[config.mk]
export PLATFORM = sky130hd
export DESIGN_NAME = nvt_trim_bank
export DESIGN_NICKNAME = d
export VERILOG_FILES = /design/src/inc/nvt_pkg.sv /design/src/verilog/nvt_nv_store.sv /design/src/verilog/nvt_trim_bank.sv
export SDC_FILE = /design/constraint.sdc
export NUM_CORES = 1
export LEC_CHECK = 0
export BUFFER_PORTS_ARGS = -buffer_cell sky130_fd_sc_hd__buf_2
export CAP_MARGIN = 10
export CORE_AREA = 2 2 108 214
export DETAILED_ROUTE_END_ITERATION = 8
export DIE_AREA = 0 0 110 216
export PLACE_DENSITY_LB_ADDON = 0.05
export SLEW_MARGIN = 40
export SYNTH_ARGS = -nofsm -noshare
export SYNTH_HDL_FRONTEND = slang
export SYNTH_SLANG_ARGS = --single-unit
[constraint.sdc]
create_clock -name core_clk -period 2.95 [get_ports core_clk]
set_input_delay 0.59 -clock core_clk [delete_from_list [all_inputs] [get_ports core_clk]]
set_output_delay 0.59 -clock core_clk [all_outputs]
set_load 0.05 [all_outputs]
[src/inc/nvt_pkg.sv]
// Shared constants, types and decode helpers for the trim register bank
package nvt_pkg;

  // ==========================================================================
  // Register map
  localparam int         NUM_REGS          = 5;
  localparam logic [7:0] ADDR_REF_SCALE    = 8'h00;
  localparam logic [7:0] ADDR_TEMP_SLOPE   = 8'h01;
  localparam logic [7:0] ADDR_GAIN_SPARE   = 8'h02;
  localparam logic [7:0] ADDR_SPARE_A      = 8'h03;
  localparam logic [7:0] ADDR_SPARE_B      = 8'h04;
  localparam logic [7:0] ADDR_LAST         = ADDR_SPARE_B;

  // ==========================================================================
  // Field layout and values
  localparam int         GAIN_SEL_POS      = 0;
  localparam int         GAIN_SEL_W        = 2;
  localparam int         SPARE_POS         = 2;
  localparam logic [7:0] NV_BLANK          = 8'h00;
  localparam logic [7:0] REG_RESET         = 8'h00;
  localparam logic [7:0] OUT_OF_RANGE_DATA = 8'hFF;
  localparam logic [3:0] BIT_ACK           = 4'h8;
  // Arbitrary device-type prefix, override per product
  localparam logic [3:0] DEVICE_TYPE_DEF   = 4'hA;

  // ==========================================================================
  // Timing
  localparam int CLK_HZ          = 25_000_000;
  localparam int T_WRITE_MS      = 20;
  localparam int NV_WRITE_CYCLES = (T_WRITE_MS * CLK_HZ) / 1000;

  // ==========================================================================
  // Types
  typedef enum logic [2:0] {ST_IDLE, ST_ID, ST_ADDR, ST_WDATA, ST_RDATA} nvt_state_t;

  typedef struct packed {
    logic [7:0]        ref_code;
    logic [7:0]        slope_code;
    logic signed [8:0] slope_factor;
    logic [2:0]        output_gain_factor;
  } nvt_cfg_t;

  typedef struct packed {
    logic [7:0] addr;
    logic [7:0] data;
  } nvt_wr_t;

  // ==========================================================================
  // Decode helpers
  function automatic logic [2:0] gain_decode(input logic [GAIN_SEL_W-1:0] sel);
    case (sel)
      2'h0:    gain_decode = 3'h1;
      2'h3:    gain_decode = 3'h4;
      default: gain_decode = 3'h2;
    endcase
  endfunction

  // Midscale-centred: code 0 gives -255, full scale gives +255 (units of 1/255)
  function automatic logic signed [8:0] slope_decode(input logic [7:0] code);
    slope_decode = $signed({code, 1'b0} - 9'h0FF);
  endfunction

endpackage

[src/verilog/nvt_nv_store.sv]
// Nonvolatile byte array with self-timed write cycle
`timescale 1ns/100ps
`default_nettype none

module nvt_nv_store #(
  parameter int WRITE_CYCLES = nvt_pkg::NV_WRITE_CYCLES,
  parameter int NUM          = nvt_pkg::NUM_REGS
) (
  input  wire logic             core_clk,
  input  wire logic             reset_n,
  input  wire logic             clk_en,
  input  wire logic             wr_valid,
  input  wire nvt_pkg::nvt_wr_t wr,
  output logic                  busy,
  output logic [8*NUM-1:0]      words
);
  import nvt_pkg::*;

  localparam int TW = $clog2(WRITE_CYCLES + 1);

  // ==========================================================================
  // Storage cells
  // No reset on the array: contents must survive reset like the real cells
  // Blank cells at power-up; a declaration value keeps the array single-driven
  logic [7:0]    mem [NUM] = '{default: NV_BLANK};
  logic [TW-1:0] cnt_reg;

  always_ff @(posedge core_clk) begin
    if (clk_en && wr_valid) begin
      mem[wr.addr[2:0]] <= wr.data;
    end
  end

  always_comb begin
    for (int i = 0; i < NUM; i++) begin
      words[8*i +: 8] = mem[i];
    end
  end

  // ==========================================================================
  // Write cycle timer
  always_ff @(posedge core_clk or negedge reset_n) begin
    if (!reset_n) begin
      cnt_reg <= '0;
    end else if (clk_en) begin
      if (wr_valid) begin
        cnt_reg <= TW'(WRITE_CYCLES);
      end else if (cnt_reg != '0) begin
        cnt_reg <= cnt_reg - 1'b1;
      end
    end
  end

  assign busy = (cnt_reg != '0);

endmodule

`default_nettype wire

[src/verilog/nvt_trim_bank.sv]
// Trim register bank with two-wire serial slave front end
`timescale 1ns/100ps
`default_nettype none

module nvt_trim_bank #(
  parameter int         WRITE_CYCLES = nvt_pkg::NV_WRITE_CYCLES,
  parameter logic [3:0] DEVICE_TYPE  = nvt_pkg::DEVICE_TYPE_DEF
) (
  input  wire logic              core_clk,
  input  wire logic              reset_n,
  input  wire logic              clk_en,
  input  wire logic              scl_in,
  input  wire logic              sda_in,
  input  wire logic              addr_strap_2,
  input  wire logic              addr_strap_1,
  input  wire logic              addr_strap_0,
  output logic                   sda_out,
  output logic                   sda_oe_n,
  output var nvt_pkg::nvt_cfg_t  cfg,
  output logic                   nv_busy
);
  import nvt_pkg::*;

  // ==========================================================================
  // Pin synchronisers and edge detection
  logic [1:0]      scl_sync_reg;
  logic [1:0]      sda_sync_reg;
  logic [2:0]      strap_s1_reg;
  logic [2:0]      strap_s2_reg;
  logic            scl_d_reg;
  logic            sda_d_reg;
  logic            scl;
  logic            sda;

  always_ff @(posedge core_clk or negedge reset_n) begin
    if (!reset_n) begin
      scl_sync_reg <= 2'h3;
      sda_sync_reg <= 2'h3;
      strap_s1_reg <= 3'h0;
      strap_s2_reg <= 3'h0;
      scl_d_reg    <= 1'b1;
      sda_d_reg    <= 1'b1;
    end else if (clk_en) begin
      scl_sync_reg <= {scl_sync_reg[0], scl_in};
      sda_sync_reg <= {sda_sync_reg[0], sda_in};
      strap_s1_reg <= {addr_strap_2, addr_strap_1, addr_strap_0};
      strap_s2_reg <= strap_s1_reg;
      scl_d_reg    <= scl_sync_reg[1];
      sda_d_reg    <= sda_sync_reg[1];
    end
  end

  assign scl = scl_sync_reg[1];
  assign sda = sda_sync_reg[1];

  logic scl_rise;
  logic scl_fall;
  logic start_det;
  logic stop_det;

  assign scl_rise  = clk_en && scl && !scl_d_reg;
  assign scl_fall  = clk_en && !scl && scl_d_reg;
  assign start_det = clk_en && scl && scl_d_reg && sda_d_reg && !sda;
  assign stop_det  = clk_en && scl && scl_d_reg && !sda_d_reg && sda;

  // ==========================================================================
  // Slave state
  nvt_state_t      st_reg;
  logic [3:0]      bit_cnt_reg;
  logic [7:0]      shift_reg;
  logic [7:0]      ptr_reg;
  logic [7:0]      tx_reg;
  logic [7:0]      wbuf_reg;
  logic            wfull_reg;
  logic            sda_low_reg;
  logic            recall_reg;
  logic [7:0]      regs_reg [NUM_REGS];
  logic [8*NUM_REGS-1:0] nv_words;
  logic [8*NUM_REGS-1:0] regs_flat;
  logic            id_match;
  logic            bus_hold;
  logic            ack_rise;
  logic            commit;
  logic            nv_wr_valid;
  nvt_wr_t         nv_wr;

  assign id_match    = (shift_reg[7:1] == {DEVICE_TYPE, strap_s2_reg});
  // Recall and write cycle both lock the slave out of the bus
  assign bus_hold    = nv_busy || recall_reg;
  assign ack_rise    = scl_rise && (bit_cnt_reg == BIT_ACK) && !bus_hold;
  // The SCL rise that precedes STOP counts as one bit; a real bit also needs a fall
  assign commit      = stop_det && (st_reg == ST_WDATA) && wfull_reg
                       && (bit_cnt_reg <= 4'h1);
  assign nv_wr_valid = commit && (ptr_reg <= ADDR_LAST);

  function automatic logic [7:0] read_reg(input logic [7:0] a);
    read_reg = (a <= ADDR_LAST) ? regs_reg[a[2:0]] : OUT_OF_RANGE_DATA;
  endfunction

  // ==========================================================================
  // Byte framing and protocol sequence
  always_ff @(posedge core_clk or negedge reset_n) begin
    if (!reset_n) begin
      st_reg      <= ST_IDLE;
      bit_cnt_reg <= 4'h0;
      shift_reg   <= 8'h00;
    end else if (clk_en) begin
      if (bus_hold || stop_det) begin
        st_reg      <= ST_IDLE;
        bit_cnt_reg <= 4'h0;
      end else if (start_det) begin
        st_reg      <= ST_ID;
        bit_cnt_reg <= 4'h0;
      end else if (scl_rise && st_reg != ST_IDLE) begin
        if (bit_cnt_reg != BIT_ACK) begin
          shift_reg   <= {shift_reg[6:0], sda};
          bit_cnt_reg <= bit_cnt_reg + 4'h1;
        end else begin
          bit_cnt_reg <= 4'h0;
          case (st_reg)
            ST_ID: begin
              if (!id_match) begin
                st_reg <= ST_IDLE;
              end else if (shift_reg[0]) begin
                st_reg <= ST_RDATA;
              end else begin
                st_reg <= ST_ADDR;
              end
            end
            ST_ADDR:  st_reg <= ST_WDATA;
            ST_WDATA: st_reg <= ST_WDATA;
            ST_RDATA: begin
              // Master NACK ends the read
              if (sda) begin
                st_reg <= ST_IDLE;
              end
            end
            default:  st_reg <= ST_IDLE;
          endcase
        end
      end
    end
  end

  // ==========================================================================
  // Register pointer and read data
  always_ff @(posedge core_clk or negedge reset_n) begin
    if (!reset_n) begin
      ptr_reg <= 8'h00;
      tx_reg  <= 8'h00;
    end else if (ack_rise && !stop_det && !start_det) begin
      case (st_reg)
        ST_ID: begin
          if (id_match && shift_reg[0]) begin
            tx_reg <= read_reg(ptr_reg);
          end
        end
        ST_ADDR:  ptr_reg <= shift_reg;
        ST_RDATA: begin
          ptr_reg <= ptr_reg + 8'h01;
          tx_reg  <= read_reg(ptr_reg + 8'h01);
        end
        default:  ptr_reg <= ptr_reg;
      endcase
    end
  end

  // ==========================================================================
  // Write data holding
  // Data sits here until STOP; a later byte replaces it at the same address
  always_ff @(posedge core_clk or negedge reset_n) begin
    if (!reset_n) begin
      wbuf_reg  <= 8'h00;
      wfull_reg <= 1'b0;
    end else if (clk_en) begin
      if (start_det || stop_det || bus_hold) begin
        wfull_reg <= 1'b0;
      end else if (ack_rise && st_reg == ST_WDATA) begin
        wbuf_reg  <= shift_reg;
        wfull_reg <= 1'b1;
      end else if (scl_fall && st_reg == ST_WDATA && bit_cnt_reg != 4'h0) begin
        // A further data byte has started: STOP now comes mid-byte
        wfull_reg <= 1'b0;
      end
    end
  end

  // ==========================================================================
  // SDA drive: ack and read bits change only while SCL is low
  always_ff @(posedge core_clk or negedge reset_n) begin
    if (!reset_n) begin
      sda_low_reg <= 1'b0;
    end else if (clk_en) begin
      if (bus_hold || stop_det || start_det) begin
        sda_low_reg <= 1'b0;
      end else if (scl_fall) begin
        case (st_reg)
          ST_ID:    sda_low_reg <= (bit_cnt_reg == BIT_ACK) && id_match;
          ST_ADDR:  sda_low_reg <= (bit_cnt_reg == BIT_ACK);
          ST_WDATA: sda_low_reg <= (bit_cnt_reg == BIT_ACK);
          ST_RDATA: sda_low_reg <= (bit_cnt_reg != BIT_ACK) && !tx_reg[~bit_cnt_reg[2:0]];
          default:  sda_low_reg <= 1'b0;
        endcase
      end
    end
  end

  assign sda_out  = 1'b0;
  assign sda_oe_n = !sda_low_reg;

  // ==========================================================================
  // Working registers, recalled from nonvolatile cells after reset
  always_ff @(posedge core_clk or negedge reset_n) begin
    if (!reset_n) begin
      recall_reg <= 1'b1;
    end else if (clk_en) begin
      recall_reg <= 1'b0;
    end
  end

  always_ff @(posedge core_clk or negedge reset_n) begin
    if (!reset_n) begin
      for (int i = 0; i < NUM_REGS; i++) begin
        regs_reg[i] <= REG_RESET;
      end
    end else if (clk_en) begin
      if (recall_reg) begin
        for (int i = 0; i < NUM_REGS; i++) begin
          regs_reg[i] <= nv_words[8*i +: 8];
        end
      end else if (nv_wr_valid) begin
        regs_reg[ptr_reg[2:0]] <= wbuf_reg;
      end
    end
  end

  always_comb begin
    for (int i = 0; i < NUM_REGS; i++) begin
      regs_flat[8*i +: 8] = regs_reg[i];
    end
  end

  // Spare bits of register 2 and registers 3, 4 feed no output
  always_ff @(posedge core_clk or negedge reset_n) begin
    if (!reset_n) begin
      cfg <= '0;
    end else if (clk_en) begin
      cfg.ref_code           <= regs_reg[ADDR_REF_SCALE[2:0]];
      cfg.slope_code         <= regs_reg[ADDR_TEMP_SLOPE[2:0]];
      cfg.slope_factor       <= slope_decode(regs_reg[ADDR_TEMP_SLOPE[2:0]]);
      cfg.output_gain_factor <= gain_decode(
        regs_reg[ADDR_GAIN_SPARE[2:0]][GAIN_SEL_POS +: GAIN_SEL_W]);
    end
  end

  assign nv_wr = '{addr: ptr_reg, data: wbuf_reg};

  nvt_nv_store #(
    .WRITE_CYCLES (WRITE_CYCLES),
    .NUM          (NUM_REGS)
  ) u_store (
    .core_clk (core_clk),
    .reset_n  (reset_n),
    .clk_en   (clk_en),
    .wr_valid (nv_wr_valid),
    .wr       (nv_wr),
    .busy     (nv_busy),
    .words    (nv_words)
  );
endmodule

`default_nettype wire

==> impl_metrics.json, run 1 <==
{
  "syn_inst": 723,
  "fp.dieH_um": 216,
  "syn_nets": 740,
  "synth_fa_ha_area_share_pct": 1.29,
  "grt_pass1_vias": 6555,
  "yosysSeqAreaShare_pct": 52.4,
  "post_cts_resized": 0,
  "grt_pass1_wl_um": 40400,
  "num_vias": 6193,
  "critPathCaptureType": "output pin",
  "async_reset_ff_share_pct": 77.0,
  "layout_setup_ws_ns": 0.127,
  "cts-root-buf": "clkbuf_16",
  "antenna_found_initial": 1,
  "setup_tns_ns": 0,
  "wl_per_cell_um": 25.0,
  "drtAntennaViolNets": 0,
  "core_area_um2": 22100,
  "ir_drop_mv": 0.417,
  "grt.total_usage_pct": 23.8,
  "nets": 791,
  "cp.required_ns": 2.36,
  "layout_common_cells": "dfrtp_1, mux2_2, nand2_1",
  "timing.hold.ws_ns": 0.150,
  "firstDrtPassIters": 5,
  "power_density_nw_per_um2": 591,
  "die-area_um2": 23800,
  "clock_latency_ns": 0.45,
  "io_pins": 39,
  "yosysWarnings": 0,
  "p_leak_nw": 4.30,
  "synth_cell_types": 71,
  "synth_edf_count": 40,
  "muxShareOfSynthArea_pct": 15.5,
  "cp-start-kind": "flop",
  "grt_start_max_net_pins": 66,
  "dp_hpwl_um": 20600,
  "clk_pin_slew_ns": 0.07,
  "hold_viol_final": 0,
  "htree_levels": 4,
  "synth_simple_gate_area_share_pct": 11.8,
  "synth-seq-cells": 174,
  "period_share_pct": 95.7,
  "p_total_mw": 5.90,
  "synth_top_family_by_area": "multiplexers",
  "worstHoldPathType": "primary input to asynchronous set/reset pin",
  "viasPerCell": 5.82,
  "drt_iter0_drc": 389,
  "rows": 77,
  "fin_crit_ns": 2.82,
  "initial_utilization_pct": 39.5,
  "route.detailed.drc": 0,
  "path_class": "flop to output pin",
  "slew_violations": 0,
  "clock_sinks": 174,
  "synth_ff_type": "dfrtp_1",
  "synth_area_um2": 8710,
  "post-cts-setup-buffers": 0,
  "synth_xor_area_share_pct": 2.01,
  "gr-total-overflow": 0,
  "cts_buffer_depth": 2,
  "place_congestion": 0.865,
  "cts_tree": "yes",
  "fmax_mhz": 354,
  "hold_buffers": 0,
  "syn_to_final_growth_pct": 14.6,
  "rsz0062_at_grt": "false",
  "layout.cells.non_filler": 1064,
  "path_max_fanout": 5,
  "synth_compound_area_share_pct": 13.7,
  "final-setup-viol-count": 0,
  "cts_buffers": 17,
  "worst_pin_slew_ns": 0.801,
  "place.port_buffers": 37,
  "routed_wl_um": 26600,
  "die_width_um": 110,
  "maxCapViolations": 0,
  "final_common_cell": "dfrtp_1",
  "drive_gt1_share_pct": 30.0,
  "clock_skew_ns": 0.0121,
  "place_ws_ns": 0.140,
  "maxSlewHeadroom_pct": 46.6,
  "status": "complete, no violations",
  "arrival_ns": 2.23,
  "place_inst": 1031,
  "syn_avg_cell_area_um2": 12.0
}
==> cells by family (layout without fill, tap and decap cells) <==
kind of cell,Yosys count,after routing
simple gates,181,181
flops,174,174
compound gates,164,164
mux,108,108
buf+inv,66,130
xor+xnor,20,20
fa+ha+maj,9,9
other cells,1,2
==> Yosys cell counts, types with 11 or more instances <==
cell type,count,share of area [%]
a22o_1,38,3.8
nor2b_1,13,0.93
clkbuf_1,29,1.2
inv_1,20,0.86
a22oi_1,13,1.1
a21oi_1,27,1.6
nand2_1,42,1.8
nor2_1,35,1.5
o21ai_0,23,1.3
xor2_1,11,1.1
nand3_1,19,1.1
a211oi_1,13,1.1
edfxtp_1,40,14
dfrtp_1,127,36
nor3_1,12,0.69
mux2_2,82,11
==> metal layers <==
layer / part of all wire, % / routed length, um / track usage [%] / vias up
li1: - / - / - / 2814
met1: 33 / 8900 / 22.7 / 3160
met2: 57 / 15100 / 44.0 / 153
met3: 2.4 / 634 / 4.02 / 66
met4: 7.1 / 1900 / 16.5 / 0
met5: 0 / 0 / 0 / -
==> power breakdown <==
part           switching (mW)  internal, mW
clock                    1.03          1.22
combinational           0.502         0.301
sequential              0.226          2.63
total                    1.75          4.15
==> worst max-delay path, stage by stage (launching register included) <==
cell and delay [ns]:
dfrtp_1 0.41, nor4_2 0.47, buf_4 0.21, and2_1 0.22, nand3_1 0.19, buf_2 0.29
==> stage by stage <==
step / util (%) / area [um2]
2_1_floorplan: - / 8710
3_3_place_gp: 42.6 / 9390
3_5_place_dp: 42.6 / 9390
4_1_cts: 45.2 / 9970
5_1_grt: 45.2 / 9980
6_report: 45.2 / 9980
==> path summary, 6_finish.rpt <==
check,startpoint,endpoint,slack (ns),depth (start not counted)
worst max register to register,ptr_reg[6]$_DFFE_PN0P_,u_store.mem[0][5]$_DFFE_PP_,0.17,6
worst max-delay path,u_store.cnt_reg[15]$_DFFE_PN0P_,nv_busy,0.13,5
worst min-delay path,reset_n,u_store.cnt_reg[6]$_DFFE_PN0P_,0.15,1
max in group asynchronous,reset_n,scl_sync_reg[1]$_DFFE_PN1P_,2.07,2
worst min register to register,cfg[3]$_DFFE_PN0P_,cfg[3]$_DFFE_PN0P_,0.47,1
min in group core_clk,addr_strap_1,strap_s1_reg[1]$_DFFE_PN0P_,0.37,2
==> area by class of cell <==
type | instances | area, um2
clock buffer | 21 | 493
fill | 2059 | 12100
tap | 276 | 345
clock inverter | 11 | 91.3
timing repair buffer | 78 | 537
multi-input combinational | 483 | 3870
antenna | 1 | 2.50
inverter | 20 | 75.1
sequential | 174 | 4560
Note: power is estimated with default switching activity, not from simulation.
==> run 2: changes to the inputs <==
--- a/config.mk
+++ b/config.mk
@@ -11,6 +11,7 @@
 export DETAILED_ROUTE_END_ITERATION = 8
 export DIE_AREA = 0 0 110 216
 export PLACE_DENSITY_LB_ADDON = 0.05
+export RECOVER_POWER = 25
 export SLEW_MARGIN = 40
 export SYNTH_ARGS = -nofsm -noshare
 export SYNTH_HDL_FRONTEND = slang
==> run 2 against run 1 <==
The flow now finishes with violations (max-capacitance violations, max-slew violations). Global-route usage stayed put. Wire length decreased by 0.11%. Critical endpoint unchanged. Clock power hardly changed. Design area fell by 0.25%. Non-clock buffer count unchanged. Critical path depth did not move. Die area is the same. Sequential share of layout area up 0.12 points. Clock skew about the same. Register-to-register slack is essentially flat. Worst setup slack better by 0.012 ns.
==> impl_metrics.json, run 2 (synthesis results as in run 1) <==
{
  "status": "finished with violations",
  "violations": "max-capacitance violations, max-slew violations",
  "wl_per_cell_um": 24.9,
  "hold_viol_final": 0,
  "place.port_buffers": 37,
  "layout_common_cells": "dfrtp_1, mux2_2, nand2_1",
  "worst_pin_slew_ns": 1.72,
  "hold_buffers": 0,
  "maxCapViolations": 1,
  "cp.required_ns": 2.36,
  "clock_latency_ns": 0.45,
  "wl_met3_um": 678,
  "dp_hpwl_um": 20600,
  "rsz0062_at_grt": "false",
  "firstDrtPassIters": 6,
  "power_frac_comb_pct": 13.5,
  "ir_drop_mv": 0.416,
  "fin_crit_ns": 2.81,
  "fillCellCount": 2060,
  "pwr-share-clk_pct": 38.1,
  "slew_violations": 65,
  "cts_tree": "yes",
  "dr.max_layer_used": "met4",
  "p_leak_nw": 4.29,
  "switching_power_mw": 1.75,
  "setup_tns_ns": 0,
  "core_area_um2": 22100,
  "whs_endpoint": "strap_s1_reg[1]$_DFFE_PN0P_",
  "p_total_mw": 5.89,
  "final-seq-area_um2": 4560,
  "path_class": "flop to output pin",
  "wl_met1_um": 8820,
  "multi_input_area_um2": 3870,
  "final-setup-viol-count": 0,
  "power_frac_seq_pct": 48.4,
  "period_share_pct": 95.3,
  "route.detailed.drc": 0,
  "die-area_um2": 23800,
  "drt_iter0_drc": 397,
  "fp.dieH_um": 216,
  "maxSlewHeadroom_pct": -14.5,
  "antenna_found_initial": 1,
  "viasPerCell": 5.84,
  "r2r-start": "ptr_reg[6]$_DFFE_PN0P_",
  "clk_pin_slew_ns": 0.07,
  "initial_utilization_pct": 39.5,
  "p_sw_share_pct": 29.7,
  "worstHoldPathType": "primary input to flop",
  "num_vias": 6213,
  "post-cts-setup-buffers": 0,
  "drtAntennaViolNets": 0,
  "timing.rr.end": "u_store.mem[2][4]$_DFFE_PP_",
  "drive_gt1_share_pct": 29.9,
  "grt.total_usage_pct": 23.8,
  "arrival_ns": 2.22,
  "met2_length_um": 15100,
  "routed_wl_um": 26500,
  "worstRegToRegCells": 6,
  "syn_to_final_growth_pct": 14.3,
  "final_common_cell": "dfrtp_1",
  "power_density_nw_per_um2": 592,
  "critPathCaptureType": "output pin",
  "cts_buffer_depth": 2,
  "cts-root-buf": "clkbuf_16",
  "path_max_fanout": 5,
  "post_cts_resized": 0,
  "grt_pass1_wl_um": 40400,
  "clock_sinks": 174,
  "intPower_mw": 4.15,
  "die_width_um": 110,
  "hold_start": "addr_strap_1",
  "clock_skew_ns": 0.0121,
  "io_pins": 39,
  "rows": 77,
  "grt_pass1_vias": 6555,
  "fmax_mhz": 356,
  "htree_levels": 4,
  "worst_hold_path.num_cells": 2,
  "place_congestion": 0.865,
  "gr-total-overflow": 0,
  "reg2reg_slack_ns": 0.16,
  "cp-start-kind": "flop",
  "nets": 791,
  "cts_buffers": 17,
  "grt_start_max_net_pins": 66
}
-- run 2: changes by cell type in the layout (fill, tap and decap cells not counted) --
cell | previous run | this run
buf_12 | 3 | 2
buf_4 | 38 | 37
buf_6 | 1 | 0
clkbuf_1 | 1 | 2
clkbuf_2 | 0 | 2
-- run 2: critical path: stages (launching register included) --
cell	delay (ns)
dfrtp_1	0.41
nor4_2	0.46
buf_4	0.21
and2_1	0.22
nand3_1	0.19
buf_2	0.28
-- run 2: worst max path at each step --
| stage | start | slack (ns) | to |
|---|---|---|---|
| finish | u_store.cnt_reg[15]$_DFFE_PN0P_ | 0.14 | nv_busy |
| global route | u_store.cnt_reg[15]$_DFFE_PN0P_ | 0.07 | nv_busy |
| CTS | ptr_reg[6]$_DFFE_PN0P_ | 0.12 | u_store.mem[2][4]$_DFFE_PP_ |
| detailed placement | ptr_reg[6]$_DFFE_PN0P_ | 0.14 | u_store.mem[2][1]$_DFFE_PP_ |
| global placement | ptr_reg[6]$_DFFE_PN0P_ | 0.17 | u_store.mem[1][6]$_DFFE_PP_ |
| floorplan | ptr_reg[0]$_DFFE_PN0P_ | 0.43 | regs_flat[0]$_DFFE_PN0P_ |
-- run 2: routing by layer --
| layer | global-route usage (%) | vias up |
|---|---|---|
| li1 | - | 2812 |
| met3 | 4.02 | 69 |
| met4 | 16.5 | 0 |
| met2 | 44.0 | 150 |
| met5 | 0 | - |
| met1 | 22.7 | 3182 |
-- run 2: cell type report --
class / count / area share (%)
repair buffers: 78 / 5.14
diodes: 1 / 0.0251
inverters: 20 / 0.754
clock inverters: 11 / 0.918
clock buffers: 21 / 4.95
multi-input cells: 483 / 38.9
well taps: 276 / 3.47
flip-flops and latches: 174 / 45.9
-- run 2: power groups by stage --
stage | Combinational, mW | Clock (mW) | Sequential [mW]
2_1_floorplan | 0.476 | 0 | 2.89
3_3_place_gp | 0.781 | 0 | 2.88
3_5_place_dp | 0.806 | 0 | 2.89
4_1_cts | 0.810 | 2.32 | 2.85
5_1_grt | 0.857 | 2.41 | 2.87
6_report | 0.798 | 2.25 | 2.85
-- run 2: through the flow --
stage / util (%) / cell area, um2 / cells / setup slack, ns / hold WS [ns]
floorplan: - / 8710 / 723 / 0.432 / 0.294
finish: 45.1 / 9950 / 1064 / 0.139 / 0.374
global route: 45.1 / 9950 / 1064 / 0.0741 / 0.364
CTS: 45.2 / 9970 / 1063 / 0.115 / 0.152
detailed placement: 42.6 / 9390 / 1031 / 0.140 / 0.459
global placement: 42.6 / 9390 / 1031 / 0.168 / 0.455
